--- config.mk ---
export PLATFORM = sky130hd
export DESIGN_NAME = rbs_reversal_brake_top
export DESIGN_NICKNAME = d
export VERILOG_FILES = /design/src/pkg/rbs_pkg.sv /design/src/rtl/rbs_input_sync.sv /design/src/rtl/rbs_brake_timer.sv /design/src/rtl/rbs_reversal_brake_top.sv
export SDC_FILE = /design/constraint.sdc
export NUM_CORES = 1
export LEC_CHECK = 0
export BUFFER_PORTS_ARGS = -buffer_cell sky130_fd_sc_hd__buf_2
export CAP_MARGIN = 10
export CORE_ASPECT_RATIO = 0.9
export CORE_MARGIN = 1
export CORE_UTILIZATION = 45
export CTS_BUF_LIST = sky130_fd_sc_hd__clkbuf_4 sky130_fd_sc_hd__clkbuf_8
export CTS_CLUSTER_SIZE = 25
export DETAILED_ROUTE_END_ITERATION = 6
export GPL_ROUTABILITY_DRIVEN = 0
export PLACE_DENSITY = 0.73
export RECOVER_POWER = 50
export SETUP_SLACK_MARGIN = 0.5
export SLEW_MARGIN = 15
export SYNTH_ARGS = -nofsm -noshare
export SYNTH_HDL_FRONTEND = slang
export SYNTH_SLANG_ARGS = --single-unit
--- constraint.sdc ---
create_clock -name CLK -period 20.9 [get_ports CLK]
set_input_delay 3.135 -clock CLK [delete_from_list [all_inputs] [get_ports CLK]]
set_output_delay 3.135 -clock CLK [all_outputs]
set_load 0.01 [all_outputs]
--- src/pkg/rbs_pkg.sv ---
// constants and types shared by the reversal brake and input select block
//
// Contract
// - while changing between forward and reverse, DC braking starts once output frequency drops below the reversal stop frequency.
// - the reversal stop frequency setting spans 0.5 Hz to 60.0 Hz and is the threshold where reversal braking begins.
// - the reversal brake duration spans 0.1 s to 120.0 s, and a setting of 0000 disables reversal braking.
// - the reversal brake strength spans 0 to 100 in steps of 5, a larger value braking harder.
// - the reversal stop frequency matters only while the reversal brake duration is nonzero.
// - braking at an ordinary stop uses its own stop frequency, duration and level, apart from the reversal set.
// - each of the five switch inputs takes a function by select code: 0 multi-speed up to 7 frequency source switch.
// - codes 8 second characteristic, 9 PID cancel, 10 three-wire stop, 12 speed search, 13 winding pause serve every input.
// - in sixteen-speed operation with all five inputs on multi-speed, only the four lowest inputs form the speed code.
// - after a trip the outside party turns the reset input on then off, and the trip clears on the off edge.
package rbs_pkg;

    localparam int NUM_SW = 5;
    localparam int SEL_W  = 4;

    // frequency in 0.1 Hz, time in 0.1 s, level in percent
    localparam int FREQ_W  = 10;
    localparam int TIME_W  = 11;
    localparam int LEVEL_W = 7;

    localparam logic [FREQ_W-1:0]  FREQ_MIN   = 10'h005;
    localparam logic [FREQ_W-1:0]  FREQ_MAX   = 10'h258;
    localparam logic [TIME_W-1:0]  TIME_OFF   = 11'h000;
    localparam logic [TIME_W-1:0]  TIME_MAX   = 11'h4B0;
    localparam logic [LEVEL_W-1:0] LEVEL_MAX  = 7'h64;
    localparam logic [LEVEL_W-1:0] LEVEL_STEP = 7'h05;

    // brake time resolution, derived to clock cycles
    localparam int CLK_FREQ_HZ       = 100_000_000;
    localparam int BRAKE_TICK_MS     = 100;
    localparam int BRAKE_TICK_CYCLES = BRAKE_TICK_MS * (CLK_FREQ_HZ / 1000);

    // switch function codes
    localparam logic [SEL_W-1:0] FN_MULTISPEED = 4'h0;
    localparam logic [SEL_W-1:0] FN_RESET      = 4'h1;
    localparam logic [SEL_W-1:0] FN_RESET_LOCK = 4'h2;
    localparam logic [SEL_W-1:0] FN_INCHING    = 4'h3;
    localparam logic [SEL_W-1:0] FN_EXT_FAULT  = 4'h4;
    localparam logic [SEL_W-1:0] FN_PARAM_LOCK = 4'h5;
    localparam logic [SEL_W-1:0] FN_COAST      = 4'h6;
    localparam logic [SEL_W-1:0] FN_FREQ_SRC   = 4'h7;
    localparam logic [SEL_W-1:0] FN_SECOND_SET = 4'h8;
    localparam logic [SEL_W-1:0] FN_PID_CANCEL = 4'h9;
    localparam logic [SEL_W-1:0] FN_THREE_WIRE = 4'hA;
    localparam logic [SEL_W-1:0] FN_PULSE_UPDN = 4'hB;
    localparam logic [SEL_W-1:0] FN_SPEED_SRCH = 4'hC;
    localparam logic [SEL_W-1:0] FN_WIND_PAUSE = 4'hD;
    localparam logic [SEL_W-1:0] FN_WIND_LEN   = 4'hE;

    // multi-speed mode code that means sixteen speeds
    localparam int               MS_MODE_W       = 3;
    localparam logic [MS_MODE_W-1:0] MS_MODE_SIXTEEN = 3'h1;

    typedef enum logic [3:0] {
        BR_IDLE = 4'b0001,
        BR_REV  = 4'b0010,
        BR_STOP = 4'b0100,
        BR_HOLD = 4'b1000
    } rbs_brake_state_type;

endpackage

--- src/rtl/rbs_input_sync.sv ---
// two-stage synchroniser for the switch terminals
`timescale 1ns/1ps
`default_nettype none
module rbs_input_sync #(
    parameter int WIDTH = 5
) (
    // clock and reset
    input  wire logic             clk,
    input  wire logic             rst,
    // pins and synchronised levels
    input  wire logic [WIDTH-1:0] d_async,
    output logic      [WIDTH-1:0] d_sync
);
    logic [WIDTH-1:0] meta_reg;

    generate
        if (WIDTH < 1) begin : g_bad_width
            $error("rbs_input_sync needs WIDTH of at least 1");
        end
    endgenerate

    // first stage feeds only the second stage
    always_ff @(posedge clk) begin
        if (rst) begin
            meta_reg <= '0;
            d_sync   <= '0;
        end else begin
            meta_reg <= d_async;
            d_sync   <= meta_reg;
        end
    end
endmodule
`default_nettype wire

--- src/rtl/rbs_brake_timer.sv ---
// brake duration counter in 0.1 s ticks
`timescale 1ns/1ps
`default_nettype none
module rbs_brake_timer
    import rbs_pkg::*;
#(
    parameter int TICK_CYCLES = BRAKE_TICK_CYCLES
) (
    // clock and reset
    input  wire logic              clk,
    input  wire logic              rst,
    // control
    input  wire logic              start,
    input  wire logic              abort,
    input  wire logic [TIME_W-1:0] load,
    // status
    output logic                   busy,
    output logic                   done
);
    localparam int DIV_W = (TICK_CYCLES > 1) ? $clog2(TICK_CYCLES) : 1;
    localparam logic [DIV_W-1:0] DIV_LAST = DIV_W'(TICK_CYCLES - 1);

    logic [DIV_W-1:0]  div_reg;
    logic [TIME_W-1:0] remain_reg;

    generate
        if (TICK_CYCLES < 1) begin : g_bad_tick
            $error("rbs_brake_timer needs TICK_CYCLES of at least 1");
        end
    endgenerate

    // a zero load never reaches here: the caller treats zero as disabled
    always_ff @(posedge clk) begin
        if (rst) begin
            div_reg    <= '0;
            remain_reg <= '0;
            busy       <= 1'b0;
            done       <= 1'b0;
        end else begin
            done <= 1'b0;
            if (abort) begin
                busy <= 1'b0;
            end else if (start) begin
                div_reg    <= '0;
                remain_reg <= load;
                busy       <= 1'b1;
            end else if (busy) begin
                if (div_reg == DIV_LAST) begin
                    div_reg    <= '0;
                    remain_reg <= remain_reg - 1'b1;
                    if (remain_reg == 11'h001) begin
                        busy <= 1'b0;
                        done <= 1'b1;
                    end
                end else begin
                    div_reg <= div_reg + 1'b1;
                end
            end
        end
    end
endmodule
`default_nettype wire

--- src/rtl/rbs_reversal_brake_top.sv ---
// reversal and stop DC brake sequencing plus switch input function select
`timescale 1ns/1ps
`default_nettype none
module rbs_reversal_brake_top
    import rbs_pkg::*;
#(
    parameter int TICK_CYCLES = BRAKE_TICK_CYCLES
) (
    // clock and reset
    input  wire logic                 CLK,
    input  wire logic                 SYS_RST,
    // switch terminals
    input  wire logic                 SWITCH_INPUT_1,
    input  wire logic                 SWITCH_INPUT_2,
    input  wire logic                 SWITCH_INPUT_3,
    input  wire logic                 SWITCH_INPUT_4,
    input  wire logic                 SWITCH_INPUT_5,
    // switch function settings
    input  wire logic [SEL_W-1:0]     INPUT1_FUNCTION_SELECT,
    input  wire logic [SEL_W-1:0]     INPUT2_FUNCTION_SELECT,
    input  wire logic [SEL_W-1:0]     INPUT3_FUNCTION_SELECT,
    input  wire logic [SEL_W-1:0]     INPUT4_FUNCTION_SELECT,
    input  wire logic [SEL_W-1:0]     INPUT5_FUNCTION_SELECT,
    input  wire logic [MS_MODE_W-1:0] MULTISPEED_MODE_SELECT,
    // brake settings
    input  wire logic [FREQ_W-1:0]    REVERSAL_STOP_FREQ,
    input  wire logic [TIME_W-1:0]    REVERSAL_BRAKE_TIME,
    input  wire logic [LEVEL_W-1:0]   REVERSAL_BRAKE_LEVEL,
    input  wire logic [FREQ_W-1:0]    NORMAL_STOP_FREQ,
    input  wire logic [TIME_W-1:0]    NORMAL_BRAKE_TIME,
    input  wire logic [LEVEL_W-1:0]   NORMAL_BRAKE_LEVEL,
    // drive status
    input  wire logic [FREQ_W-1:0]    OUTPUT_FREQ,
    input  wire logic                 REVERSING,
    input  wire logic                 RAMP_STOPPING,
    input  wire logic                 FAULT_EVENT,
    // brake outputs
    output logic                      DC_BRAKE_ACTIVE,
    output logic                      REVERSAL_BRAKE_ACTIVE,
    output logic [LEVEL_W-1:0]        DC_BRAKE_LEVEL,
    output logic                      BRAKE_DONE,
    // fault state
    output logic                      FAULT_TRIPPED,
    // switch functions
    output logic [NUM_SW-1:0]         SPEED_CODE,
    output logic                      RESET_LOCK_ACTIVE,
    output logic                      INCHING_SELECT,
    output logic                      EXT_FAULT_STOP,
    output logic                      PARAM_LOCK,
    output logic                      COAST_STOP,
    output logic                      FREQ_SOURCE_2ND,
    output logic                      SECOND_CHAR_SET,
    output logic                      PID_CANCEL,
    output logic                      THREE_WIRE_STOP,
    output logic                      SPEED_SEARCH,
    output logic                      WINDING_PAUSE,
    output logic                      PULSE_COUNT_IN,
    output logic                      FREQ_UP_DOWN,
    output logic                      WIND_LEN_MODE,
    output logic                      WIND_LEN_CLEAR
);
    // which inputs carry a given function code
    function automatic logic [NUM_SW-1:0] fn_hits(input logic [NUM_SW*SEL_W-1:0] sels,
                                                  input logic [SEL_W-1:0]        code);
        logic [NUM_SW-1:0] hits;
        hits = '0;
        for (int i = 0; i < NUM_SW; i++) begin
            hits[i] = (sels[i*SEL_W +: SEL_W] == code);
        end
        return hits;
    endfunction

    // clamp a frequency setting to its legal span
    function automatic logic [FREQ_W-1:0] clamp_freq(input logic [FREQ_W-1:0] f);
        logic [FREQ_W-1:0] r;
        r = f;
        if (f < FREQ_MIN) begin
            r = FREQ_MIN;
        end else if (f > FREQ_MAX) begin
            r = FREQ_MAX;
        end
        return r;
    endfunction

    function automatic logic [TIME_W-1:0] clamp_time(input logic [TIME_W-1:0] t);
        return (t > TIME_MAX) ? TIME_MAX : t;
    endfunction

    // levels cap at the maximum and snap down to the step grid
    function automatic logic [LEVEL_W-1:0] clamp_level(input logic [LEVEL_W-1:0] l);
        logic [LEVEL_W-1:0] c;
        c = (l > LEVEL_MAX) ? LEVEL_MAX : l;
        return c - LEVEL_W'(c % LEVEL_STEP);
    endfunction

    logic [NUM_SW-1:0]        sw_pins;
    logic [NUM_SW-1:0]        sw_sync;
    logic [NUM_SW*SEL_W-1:0]  sel_flat;
    logic [FREQ_W-1:0]        rev_freq_eff;
    logic [FREQ_W-1:0]        norm_freq_eff;
    logic [TIME_W-1:0]        rev_time_eff;
    logic [TIME_W-1:0]        norm_time_eff;
    logic [LEVEL_W-1:0]       rev_level_eff;
    logic [LEVEL_W-1:0]       norm_level_eff;
    logic                     rev_go;
    logic                     stop_go;
    logic                     timer_start;
    logic                     timer_abort;
    logic                     timer_busy;
    logic                     timer_done;
    rbs_brake_state_type      state_reg;
    rbs_brake_state_type      state_next;
    logic [NUM_SW-1:0]        ms_mask;
    logic [NUM_SW-1:0]        speed_next;
    logic                     reset_level;
    logic                     reset_prev_reg;
    logic                     reset_armed_reg;
    logic                     trip_set;
    logic                     trip_clear;

    assign sw_pins  = {SWITCH_INPUT_5, SWITCH_INPUT_4, SWITCH_INPUT_3,
                       SWITCH_INPUT_2, SWITCH_INPUT_1};
    assign sel_flat = {INPUT5_FUNCTION_SELECT, INPUT4_FUNCTION_SELECT, INPUT3_FUNCTION_SELECT,
                       INPUT2_FUNCTION_SELECT, INPUT1_FUNCTION_SELECT};

    rbs_input_sync #(
        .WIDTH (NUM_SW)
    ) u_sync (
        .clk     (CLK),
        .rst     (SYS_RST),
        .d_async (sw_pins),
        .d_sync  (sw_sync)
    );

    // settings outside their span are clamped rather than refused
    assign rev_freq_eff   = clamp_freq(REVERSAL_STOP_FREQ);
    assign norm_freq_eff  = clamp_freq(NORMAL_STOP_FREQ);
    assign rev_time_eff   = clamp_time(REVERSAL_BRAKE_TIME);
    assign norm_time_eff  = clamp_time(NORMAL_BRAKE_TIME);
    assign rev_level_eff  = clamp_level(REVERSAL_BRAKE_LEVEL);
    assign norm_level_eff = clamp_level(NORMAL_BRAKE_LEVEL);

    // threshold is looked at only when the duration is not 0000
    assign rev_go  = REVERSING && (rev_time_eff != TIME_OFF)
                     && (OUTPUT_FREQ < rev_freq_eff);
    // ordinary stop braking uses its own set of settings
    assign stop_go = !REVERSING && RAMP_STOPPING && (norm_time_eff != TIME_OFF)
                     && (OUTPUT_FREQ < norm_freq_eff);

    always_comb begin
        state_next  = state_reg;
        timer_start = 1'b0;
        timer_abort = 1'b0;
        unique case (state_reg)
            BR_IDLE: begin
                if (rev_go) begin
                    state_next  = BR_REV;
                    timer_start = 1'b1;
                end else if (stop_go) begin
                    state_next  = BR_STOP;
                    timer_start = 1'b1;
                end
            end
            BR_REV: begin
                if (!REVERSING) begin
                    state_next  = BR_IDLE;
                    timer_abort = 1'b1;
                end else if (timer_done) begin
                    state_next = BR_HOLD;
                end
            end
            BR_STOP: begin
                if (!RAMP_STOPPING) begin
                    state_next  = BR_IDLE;
                    timer_abort = 1'b1;
                end else if (timer_done) begin
                    state_next = BR_HOLD;
                end
            end
            // hold off re-braking until the drive leaves the reversal or stop
            BR_HOLD: begin
                if (!REVERSING && !RAMP_STOPPING) begin
                    state_next = BR_IDLE;
                end
            end
            default: begin
                state_next  = BR_IDLE;
                timer_abort = 1'b1;
            end
        endcase
    end

    rbs_brake_timer #(
        .TICK_CYCLES (TICK_CYCLES)
    ) u_timer (
        .clk   (CLK),
        .rst   (SYS_RST),
        .start (timer_start),
        .abort (timer_abort),
        .load  (rev_go ? rev_time_eff : norm_time_eff),
        .busy  (timer_busy),
        .done  (timer_done)
    );

    always_ff @(posedge CLK) begin
        if (SYS_RST) begin
            state_reg             <= BR_IDLE;
            DC_BRAKE_ACTIVE       <= 1'b0;
            REVERSAL_BRAKE_ACTIVE <= 1'b0;
            DC_BRAKE_LEVEL        <= '0;
            BRAKE_DONE            <= 1'b0;
        end else begin
            state_reg             <= state_next;
            DC_BRAKE_ACTIVE       <= (state_next == BR_REV) || (state_next == BR_STOP);
            REVERSAL_BRAKE_ACTIVE <= (state_next == BR_REV);
            BRAKE_DONE            <= timer_done;
            if (timer_start) begin
                // level latched at brake start so a mid-brake edit cannot jolt the motor
                DC_BRAKE_LEVEL <= rev_go ? rev_level_eff : norm_level_eff;
            end else if (state_next == BR_IDLE || state_next == BR_HOLD) begin
                DC_BRAKE_LEVEL <= '0;
            end
        end
    end

    // speed code: in sixteen-speed mode with all five inputs on multi-speed the fifth input drops out
    assign ms_mask = fn_hits(sel_flat, FN_MULTISPEED);
    always_comb begin
        speed_next = sw_sync & ms_mask;
        if (MULTISPEED_MODE_SELECT == MS_MODE_SIXTEEN && (&ms_mask)) begin
            speed_next[NUM_SW-1] = 1'b0;
        end
    end

    always_ff @(posedge CLK) begin
        if (SYS_RST) begin
            SPEED_CODE        <= '0;
            RESET_LOCK_ACTIVE <= 1'b0;
            INCHING_SELECT    <= 1'b0;
            EXT_FAULT_STOP    <= 1'b0;
            PARAM_LOCK        <= 1'b0;
            COAST_STOP        <= 1'b0;
            FREQ_SOURCE_2ND   <= 1'b0;
            SECOND_CHAR_SET   <= 1'b0;
            PID_CANCEL        <= 1'b0;
            THREE_WIRE_STOP   <= 1'b0;
            SPEED_SEARCH      <= 1'b0;
            WINDING_PAUSE     <= 1'b0;
            PULSE_COUNT_IN    <= 1'b0;
            FREQ_UP_DOWN      <= 1'b0;
            WIND_LEN_MODE     <= 1'b0;
            WIND_LEN_CLEAR    <= 1'b0;
        end else begin
            SPEED_CODE        <= speed_next;
            RESET_LOCK_ACTIVE <= |(sw_sync & fn_hits(sel_flat, FN_RESET_LOCK));
            INCHING_SELECT    <= |(sw_sync & fn_hits(sel_flat, FN_INCHING));
            EXT_FAULT_STOP    <= |(sw_sync & fn_hits(sel_flat, FN_EXT_FAULT));
            PARAM_LOCK        <= |(sw_sync & fn_hits(sel_flat, FN_PARAM_LOCK));
            COAST_STOP        <= |(sw_sync & fn_hits(sel_flat, FN_COAST));
            FREQ_SOURCE_2ND   <= |(sw_sync & fn_hits(sel_flat, FN_FREQ_SRC));
            SECOND_CHAR_SET   <= |(sw_sync & fn_hits(sel_flat, FN_SECOND_SET));
            PID_CANCEL        <= |(sw_sync & fn_hits(sel_flat, FN_PID_CANCEL));
            THREE_WIRE_STOP   <= |(sw_sync & fn_hits(sel_flat, FN_THREE_WIRE));
            SPEED_SEARCH      <= |(sw_sync & fn_hits(sel_flat, FN_SPEED_SRCH));
            WINDING_PAUSE     <= |(sw_sync & fn_hits(sel_flat, FN_WIND_PAUSE));
            // input-specific codes: other inputs set to them do nothing
            PULSE_COUNT_IN    <= sw_sync[1] & (INPUT2_FUNCTION_SELECT == FN_PULSE_UPDN);
            FREQ_UP_DOWN      <= sw_sync[4] & (INPUT5_FUNCTION_SELECT == FN_PULSE_UPDN);
            WIND_LEN_MODE     <= sw_sync[0] & (INPUT1_FUNCTION_SELECT == FN_WIND_LEN);
            WIND_LEN_CLEAR    <= sw_sync[2] & (INPUT3_FUNCTION_SELECT == FN_WIND_LEN);
        end
    end

    // fault trip: reset must be seen on while tripped, then cleared on its fall
    assign reset_level = |(sw_sync & fn_hits(sel_flat, FN_RESET));
    assign trip_set    = FAULT_EVENT || EXT_FAULT_STOP;
    assign trip_clear  = FAULT_TRIPPED && reset_armed_reg && reset_prev_reg && !reset_level;

    always_ff @(posedge CLK) begin
        if (SYS_RST) begin
            FAULT_TRIPPED   <= 1'b0;
            reset_prev_reg  <= 1'b0;
            reset_armed_reg <= 1'b0;
        end else begin
            reset_prev_reg <= reset_level;
            if (trip_set) begin
                FAULT_TRIPPED <= 1'b1;                         // set wins over clear
            end else if (trip_clear) begin
                FAULT_TRIPPED <= 1'b0;
            end
            if (!FAULT_TRIPPED || trip_clear) begin
                reset_armed_reg <= 1'b0;
            end else if (reset_level) begin
                reset_armed_reg <= 1'b1;
            end
        end
    end

    a_rev_brake_start: assert property (@(posedge CLK) disable iff (SYS_RST)
        (state_reg == BR_IDLE && rev_go) |=> (REVERSAL_BRAKE_ACTIVE && DC_BRAKE_ACTIVE))
        else $error("reversal brake did not start below threshold");
    a_rev_freq_span: assert property (@(posedge CLK) disable iff (SYS_RST)
        (state_reg == BR_IDLE && REVERSING && REVERSAL_BRAKE_TIME != TIME_OFF
         && OUTPUT_FREQ >= FREQ_MAX) |=> !REVERSAL_BRAKE_ACTIVE)
        else $error("reversal brake started above the top threshold");
    a_rev_time_off: assert property (@(posedge CLK) disable iff (SYS_RST)
        (REVERSAL_BRAKE_TIME == TIME_OFF && state_reg == BR_IDLE) |=> !REVERSAL_BRAKE_ACTIVE)
        else $error("reversal brake ran with duration 0000");
    a_level_grid: assert property (@(posedge CLK) disable iff (SYS_RST)
        DC_BRAKE_ACTIVE |-> (DC_BRAKE_LEVEL <= LEVEL_MAX && DC_BRAKE_LEVEL % LEVEL_STEP == 0))
        else $error("brake level off the step grid");
    a_rev_freq_gated: assert property (@(posedge CLK) disable iff (SYS_RST)
        (state_reg == BR_IDLE && REVERSING && rev_time_eff == TIME_OFF)
        |=> (state_reg != BR_REV))
        else $error("threshold acted with duration disabled");
    a_stop_level_own: assert property (@(posedge CLK) disable iff (SYS_RST)
        (state_reg == BR_IDLE && stop_go && !rev_go)
        |=> (DC_BRAKE_LEVEL == $past(norm_level_eff) && !REVERSAL_BRAKE_ACTIVE))
        else $error("stop brake did not use its own level");
    a_inching_map: assert property (@(posedge CLK) disable iff (SYS_RST)
        (sw_sync[0] && INPUT1_FUNCTION_SELECT == FN_INCHING) |=> INCHING_SELECT)
        else $error("inching select not driven from input 1");
    a_speed_search_map: assert property (@(posedge CLK) disable iff (SYS_RST)
        (sw_sync[3] && INPUT4_FUNCTION_SELECT == FN_SPEED_SRCH) |=> SPEED_SEARCH)
        else $error("speed search not driven from input 4");
    a_sixteen_speed: assert property (@(posedge CLK) disable iff (SYS_RST)
        (MULTISPEED_MODE_SELECT == MS_MODE_SIXTEEN && (&ms_mask))
        |=> (!SPEED_CODE[4] && SPEED_CODE[3:0] == $past(sw_sync[3:0])))
        else $error("fifth input leaked into sixteen-speed code");
    a_trip_clear_fall: assert property (@(posedge CLK) disable iff (SYS_RST)
        (FAULT_TRIPPED && !reset_armed_reg && !trip_set) |=> FAULT_TRIPPED)
        else $error("trip cleared without a reset on then off");
    a_pulse_input_two: assert property (@(posedge CLK) disable iff (SYS_RST)
        PULSE_COUNT_IN |-> $past(sw_sync[1]))
        else $error("pulse input not from input 2");

    c_rev_brake_done: cover property (@(posedge CLK) disable iff (SYS_RST)
        REVERSAL_BRAKE_ACTIVE ##1 BRAKE_DONE);
    c_stop_brake: cover property (@(posedge CLK) disable iff (SYS_RST)
        DC_BRAKE_ACTIVE && !REVERSAL_BRAKE_ACTIVE);
    c_trip_cleared: cover property (@(posedge CLK) disable iff (SYS_RST)
        FAULT_TRIPPED ##1 !FAULT_TRIPPED);
    c_sixteen_speed: cover property (@(posedge CLK) disable iff (SYS_RST)
        MULTISPEED_MODE_SELECT == MS_MODE_SIXTEEN && (&ms_mask) && sw_sync[4]);
endmodule
`default_nettype wire

**After elaboration in Yosys (flattened, before gate mapping)**

Cells that the tools add are included.
Widths: inputs -> output; s select.

- Multiplexer cells: 38
- Order comparisons: 10
- Reductions and logical operators: 49
- Add/subtract/negate cells: 4
- Div/mod/pow operators: 2
- Eq/ne operators: 75
- Bitwise gates (word level): 20

Operators with widths:

| cell | count |
|---|---|
| $eq 4x4->1 const B | 31 |
| $eq 4x3->1 const B | 22 |
| $mux 24 | 3 |
| $mux 11 | 6 |
| $and 5x5->5 | 13 |
| $reduce_or 5->1 | 13 |
| $eq 4x2->1 const B | 12 |
| $mux 10 | 4 |
| $mux 7 | 5 |
| $eq 4x1->1 const B | 7 |
| $add 24x1->24 const B | 1 |
| $eq 24x24->1 const B | 1 |
| $mux 4 | 6 |
| $gt 11x11->1 const B | 2 |
| $reduce_bool 11->1 | 2 |
| $gt 10x10->1 const B | 2 |
| $logic_not 4->1 | 5 |
| $lt 10x10->1 | 2 |
| $lt 10x3->1 const B | 2 |
| $pmux 4 s4 | 1 |
| $gt 7x7->1 const B | 2 |
| $mod 7x3->7 const B | 2 |
| $sub 7x7->7 | 2 |
| $mux 1 | 12 |
| 14 further kinds | 40 |

- Bits in registers: 84
- Input port bits: 99
- Logic and storage cells: 229
- Output and inout port bits: 31

**Logic depth before layout (Yosys ltp)**

- Depth in word-level cells: 12
- Depth in mapped cells: 38
- Mapped depth without buffers: 35

**Hierarchy**

A second synthesis with hierarchy kept.

- Cell total of the unflattened synthesis: 1001
- Area, all modules: 7649.8 um2

By module, submodules not included:

| module | cells each | area an instance (um2) | instances | seq. area each (um2) |
|---|---|---|---|---|
| rbs_reversal_brake_top | 727 | 5420.2 | 1 | 740.7 |
| rbs_brake_timer | 254 | 1966.9 | 1 | 740.7 |
| rbs_input_sync | 20 | 262.8 | 1 | 200.2 |

**Worst setup path before layout**

OpenSTA, ideal clock, no wires.

- Path type: in2reg
- From: input REVERSAL_BRAKE_LEVEL[6]
- To: register DC_BRAKE_LEVEL[6]
- Path slack: 11.372 ns
- Arrival: 9.408 ns
- Buffers on the path: 3
- Stages on the path: 37
- Cell sequence: buf_2 -> nand2_1 -> and2_1 -> ha_1 -> clkbuf_1 -> nor2b_1 -> o21ai_0 -> o21ai_0 -> o21a_2 -> inv_1 -> ha_1 -> a21bo_2 -> a31oi_1 -> nor3_1 -> a21oi_1 -> a21oi_1 -> ha_1 -> inv_1 -> o211ai_1 -> nor2_1 -> maj3_2 -> a311o_1 -> or3_1 -> buf_2 -> nand2b_1 -> xnor2_1 -> ha_1 -> nor2b_1 -> o21ai_0 -> nand2b_1 -> a21o_1 -> a21oi_1 -> xor2_1 -> nand2_1 -> or4_1 -> o211ai_1 -> o31ai_1

- Cells in the longest elaborated chain, start to end: 6

Ends and longest elaborated chain:

| element | RTL line | RTL |
|---|---|---|
| start, declared | rbs_reversal_brake_top.sv:28 | `input wire logic [LEVEL_W-1:0] REVERSAL_BRAKE_LEVEL,` |
| $gt 7x7->1 | rbs_reversal_brake_top.sv:92 | `c = (l > LEVEL_MAX) ? LEVEL_MAX : l;` |
| $mux 7 (*) | rbs_reversal_brake_top.sv:92 |  |
| $mod 7x3->7 | rbs_reversal_brake_top.sv:93 | `return c - LEVEL_W'(c % LEVEL_STEP);` |
| $sub 7x7->7 (*) | rbs_reversal_brake_top.sv:93 |  |
| $mux 7 (*) | rbs_reversal_brake_top.sv:219 | `DC_BRAKE_LEVEL <= rev_go ? rev_level_eff : norm_level_eff;` |
| $mux 7 (*) | rbs_reversal_brake_top.sv:217 | `if (timer_start) begin` |
| end signal, assigned | rbs_reversal_brake_top.sv:219 |  |
| end, declared | rbs_reversal_brake_top.sv:40 | `output logic [LEVEL_W-1:0] DC_BRAKE_LEVEL,` |

Mark *: on every way between the ends. The rest lies on a longest branch, timed or not.
A chain may end at the register's enable or synchronous reset.

**Final worst setup path**

Same ends and word-level chain as after synthesis.

==> impl_results.md <==
- Die ar.: 16,800 µm²
- Post-synth cell types: 91
- Mean Syn Cell Area: 7.43 µm²
- Pins Over Slew Limit: 64
- WL final: 19,800 µm
- Total negative slack: 0 ns
- Startpoint type of the worst setup path: primary input
- Largest cells by area after synthesis: dfxtp_1 (23%), ha_1 (8.7%), nor2_1 (6.1%), nand2_1 (4.9%), xnor2_1 (3.6%)
- Highest clock rate: 100 MHz
- Outcome: finished, violations left
- Largest area contributor in the netlist: dfxtp_1
- Min Tclk post-route: 9.99 ns
- Worst-path clk slew: 0.09 ns
- Final net count: 1,246
- Seq cells post-synth: 84
- First-pass GRT wire length: 32,800 µm
- Antenna cells: 0
- Synthesis Warnings: 0
- DRT antenna net count: 0
- WP data required: 21.15 ns
- Post-synth EDFFs: 0
- H-Tree Depth: 3
- Clock Latency Late Sink: 0.36 ns
- Cell mode on critical path: ha_1
- FF/Latch Area: 1680 µm²
- Layout cells sized above 1: 13.9%
- Number of max-cap violations: 1
- Critical-path maximum fanout: 13
- Clock Path Buffers: 2
- Post-CTS Resized: 0
- Register area share after synthesis: 22.9%
- Clk sink count: 84
- Unrepaired setup endpoints after global routing: no
- Setup Fix Bufs, Post-CTS: 0
- Port bufs: 129
- Die height: 123 µm
- Post-synthesis net count: 1,139
- Fin crit share: 47.8%
- Most frequent cell after synthesis: nor2_1
- DR vias/cell: 5.92
- Max VDD drop: 0.0530 mV
- Multi-input gate area: 5370 µm²
- CTS Buf Count: 9
- Initial antenna violation count: 0
- Pwr/cell area: 74.8 nW/µm²
- Core ar.: 15,700 µm²
- CP Class: in -> reg
- Via count: 7,697
- Pin slew with the least headroom to its limit: 2.71 ns
- Leakage: 3.23 nW
- Vias in the first global route: 6,956
- Count of hold buffers inserted by post-cts repair: 0
- Slowest CP cell: or3_1
- CP arrival: 10.24 ns
- Max FFs per register: 24
- CP endpoint kind: flop
- Post-DP HPWL: 15,300 µm
- Max incr delay on CP: 0.48 ns
- HP Class: reg -> reg
- Final number of setup-violating endpoints: 0
- Synth Instances: 987
- TritonCTS clock tree: built
- Final core utilization: 52.9%
- GRT Residual Overflow: 0
- Slew headroom: -80.4%
- Initial core utilization: 46.9%
- Failing checks: capacitance limit, slew limit
- FILL cells: 1,545
- Synth cell count leaders: nor2_1 (119), nand2_1 (96), dfxtp_1 (84)
- GRT Total Usage: 24.0%
- Routed len/inst: 15.2 µm
- Layout area overhead: 12.9%
- I/O Pins: 130
- Post-Syn Area: 7340 µm²
- Root cell of the clock tree: clkbuf_8
- Die extent in x: 137 µm
- Starting DRC count in detailed routing: 579
- Asr flop ratio synth: 0%
- Main flop type after synthesis: dfxtp_1
- Largest net degree at the start of global routing: 64
- Final clock skew: 0.0135 ns
- DR pass1 iterations: 5
- Site Rows: 43
- Hold Fails Final Rpt: 0
- Area fraction of the dominant cell type after synthesis: 22.9%
- Number of remaining DRC errors: 0
through the flow:
stage / setup WS (ns) / hold WS, ns / total power [mW] / area [µm²] / instances
global route: 10.41 / 0.464 / 0.669 / 8280 / 1300
CTS: 11.07 / 0.456 / 0.620 / 8320 / 1300
detailed placement: 10.68 / 0.436 / 0.503 / 8130 / 1285
global placement: 10.87 / 0.419 / 0.501 / 8130 / 1285
finish: 10.91 / 0.453 / 0.619 / 8280 / 1300
floorplan: 11.37 / 0.414 / 0.429 / 7340 / 987
worst max-delay path, delay by kind of cell:
family                     cells  cell delay (ns)
and+or+nand+nor               11             2.40
adders and majority gates      5             1.36
xor gates and xnor gates       2             0.41
AOI/OAI and AO/OA             14             2.52
buffers and inverters          3             0.37
path summary, 6_finish.rpt:
| check | end | cells after the start | startpoint | slack [ns] |
|---|---|---|---|---|
| worst max-delay path | DC_BRAKE_LEVEL[6] | 35 | REVERSAL_BRAKE_LEVEL[6] | 10.91 |
| worst max register to register | u_timer.div_reg[23] | 6 | state_reg[0] | 18.02 |
| worst min-delay path | u_sync.d_sync[3] | 1 | u_sync.meta_reg[3] | 0.45 |
| worst min register to register | u_sync.d_sync[3] | 1 | u_sync.meta_reg[3] | 0.45 |
logic make-up after synthesis:
family	synth area share, %
multiplexers	1.16
flip-flops	22.9
adder cells (fa/ha/maj)	9.39
buffers and inverters	4.06
AO/OA/AOI/OAI	26.7
AND/OR/NAND/NOR	31.0
XOR/XNOR	4.77
where the power goes:
part           switching [mW]  leakage [nW]  internal [mW]
Clock                  0.0594        0.0915         0.0545
Combinational           0.191          2.46          0.138
Sequential            0.00717         0.682          0.169
cells in the final DEF (no fill, tap or decap), types with 6 or more instances in the layout:
| master | count |
|---|---|
| o21a_1 | 12 |
| and2_1 | 10 |
| a21o_1 | 17 |
| o31ai_1 | 6 |
| nor2b_1 | 30 |
| a21oi_1 | 49 |
| nor2_1 | 119 |
| o22a_1 | 6 |
| clkbuf_8 | 9 |
| o21ai_0 | 50 |
| clkbuf_1 | 27 |
| nor4b_1 | 8 |
| nor4_1 | 24 |
| nand2b_1 | 16 |
| o211ai_1 | 10 |
| xnor2_1 | 30 |
| a22oi_1 | 12 |
| dfxtp_1 | 84 |
| nor3_1 | 30 |
| and3_1 | 9 |
| a211oi_1 | 11 |
| ha_1 | 51 |
| nand4_1 | 14 |
| or3_1 | 9 |
| nand3_1 | 36 |
| a31oi_1 | 14 |
| inv_1 | 38 |
| nand2_1 | 96 |
| or4_1 | 8 |
| nand3b_1 | 8 |
| a211o_1 | 6 |
| xor2_1 | 10 |
| mux2i_1 | 6 |
| buf_2 | 103 |
area by class of cell:
class,instances,area share (%)
clock inverters,6,0.770
multi-input cells,825,64.8
repair buffers,134,7.81
well taps,202,3.05
flip-flops and latches,84,20.3
inverters,40,1.81
clock buffers,9,1.50
metal layers:
layer  up-vias  wire, µm  track usage [%]
met1      3544      9520             33.4
met4         0       241             5.35
met3        22      1320             3.77
li1       3869         -                -
met2       262      8710             38.9
met5         -         0                0
Power figures use the tool's default switching activity.
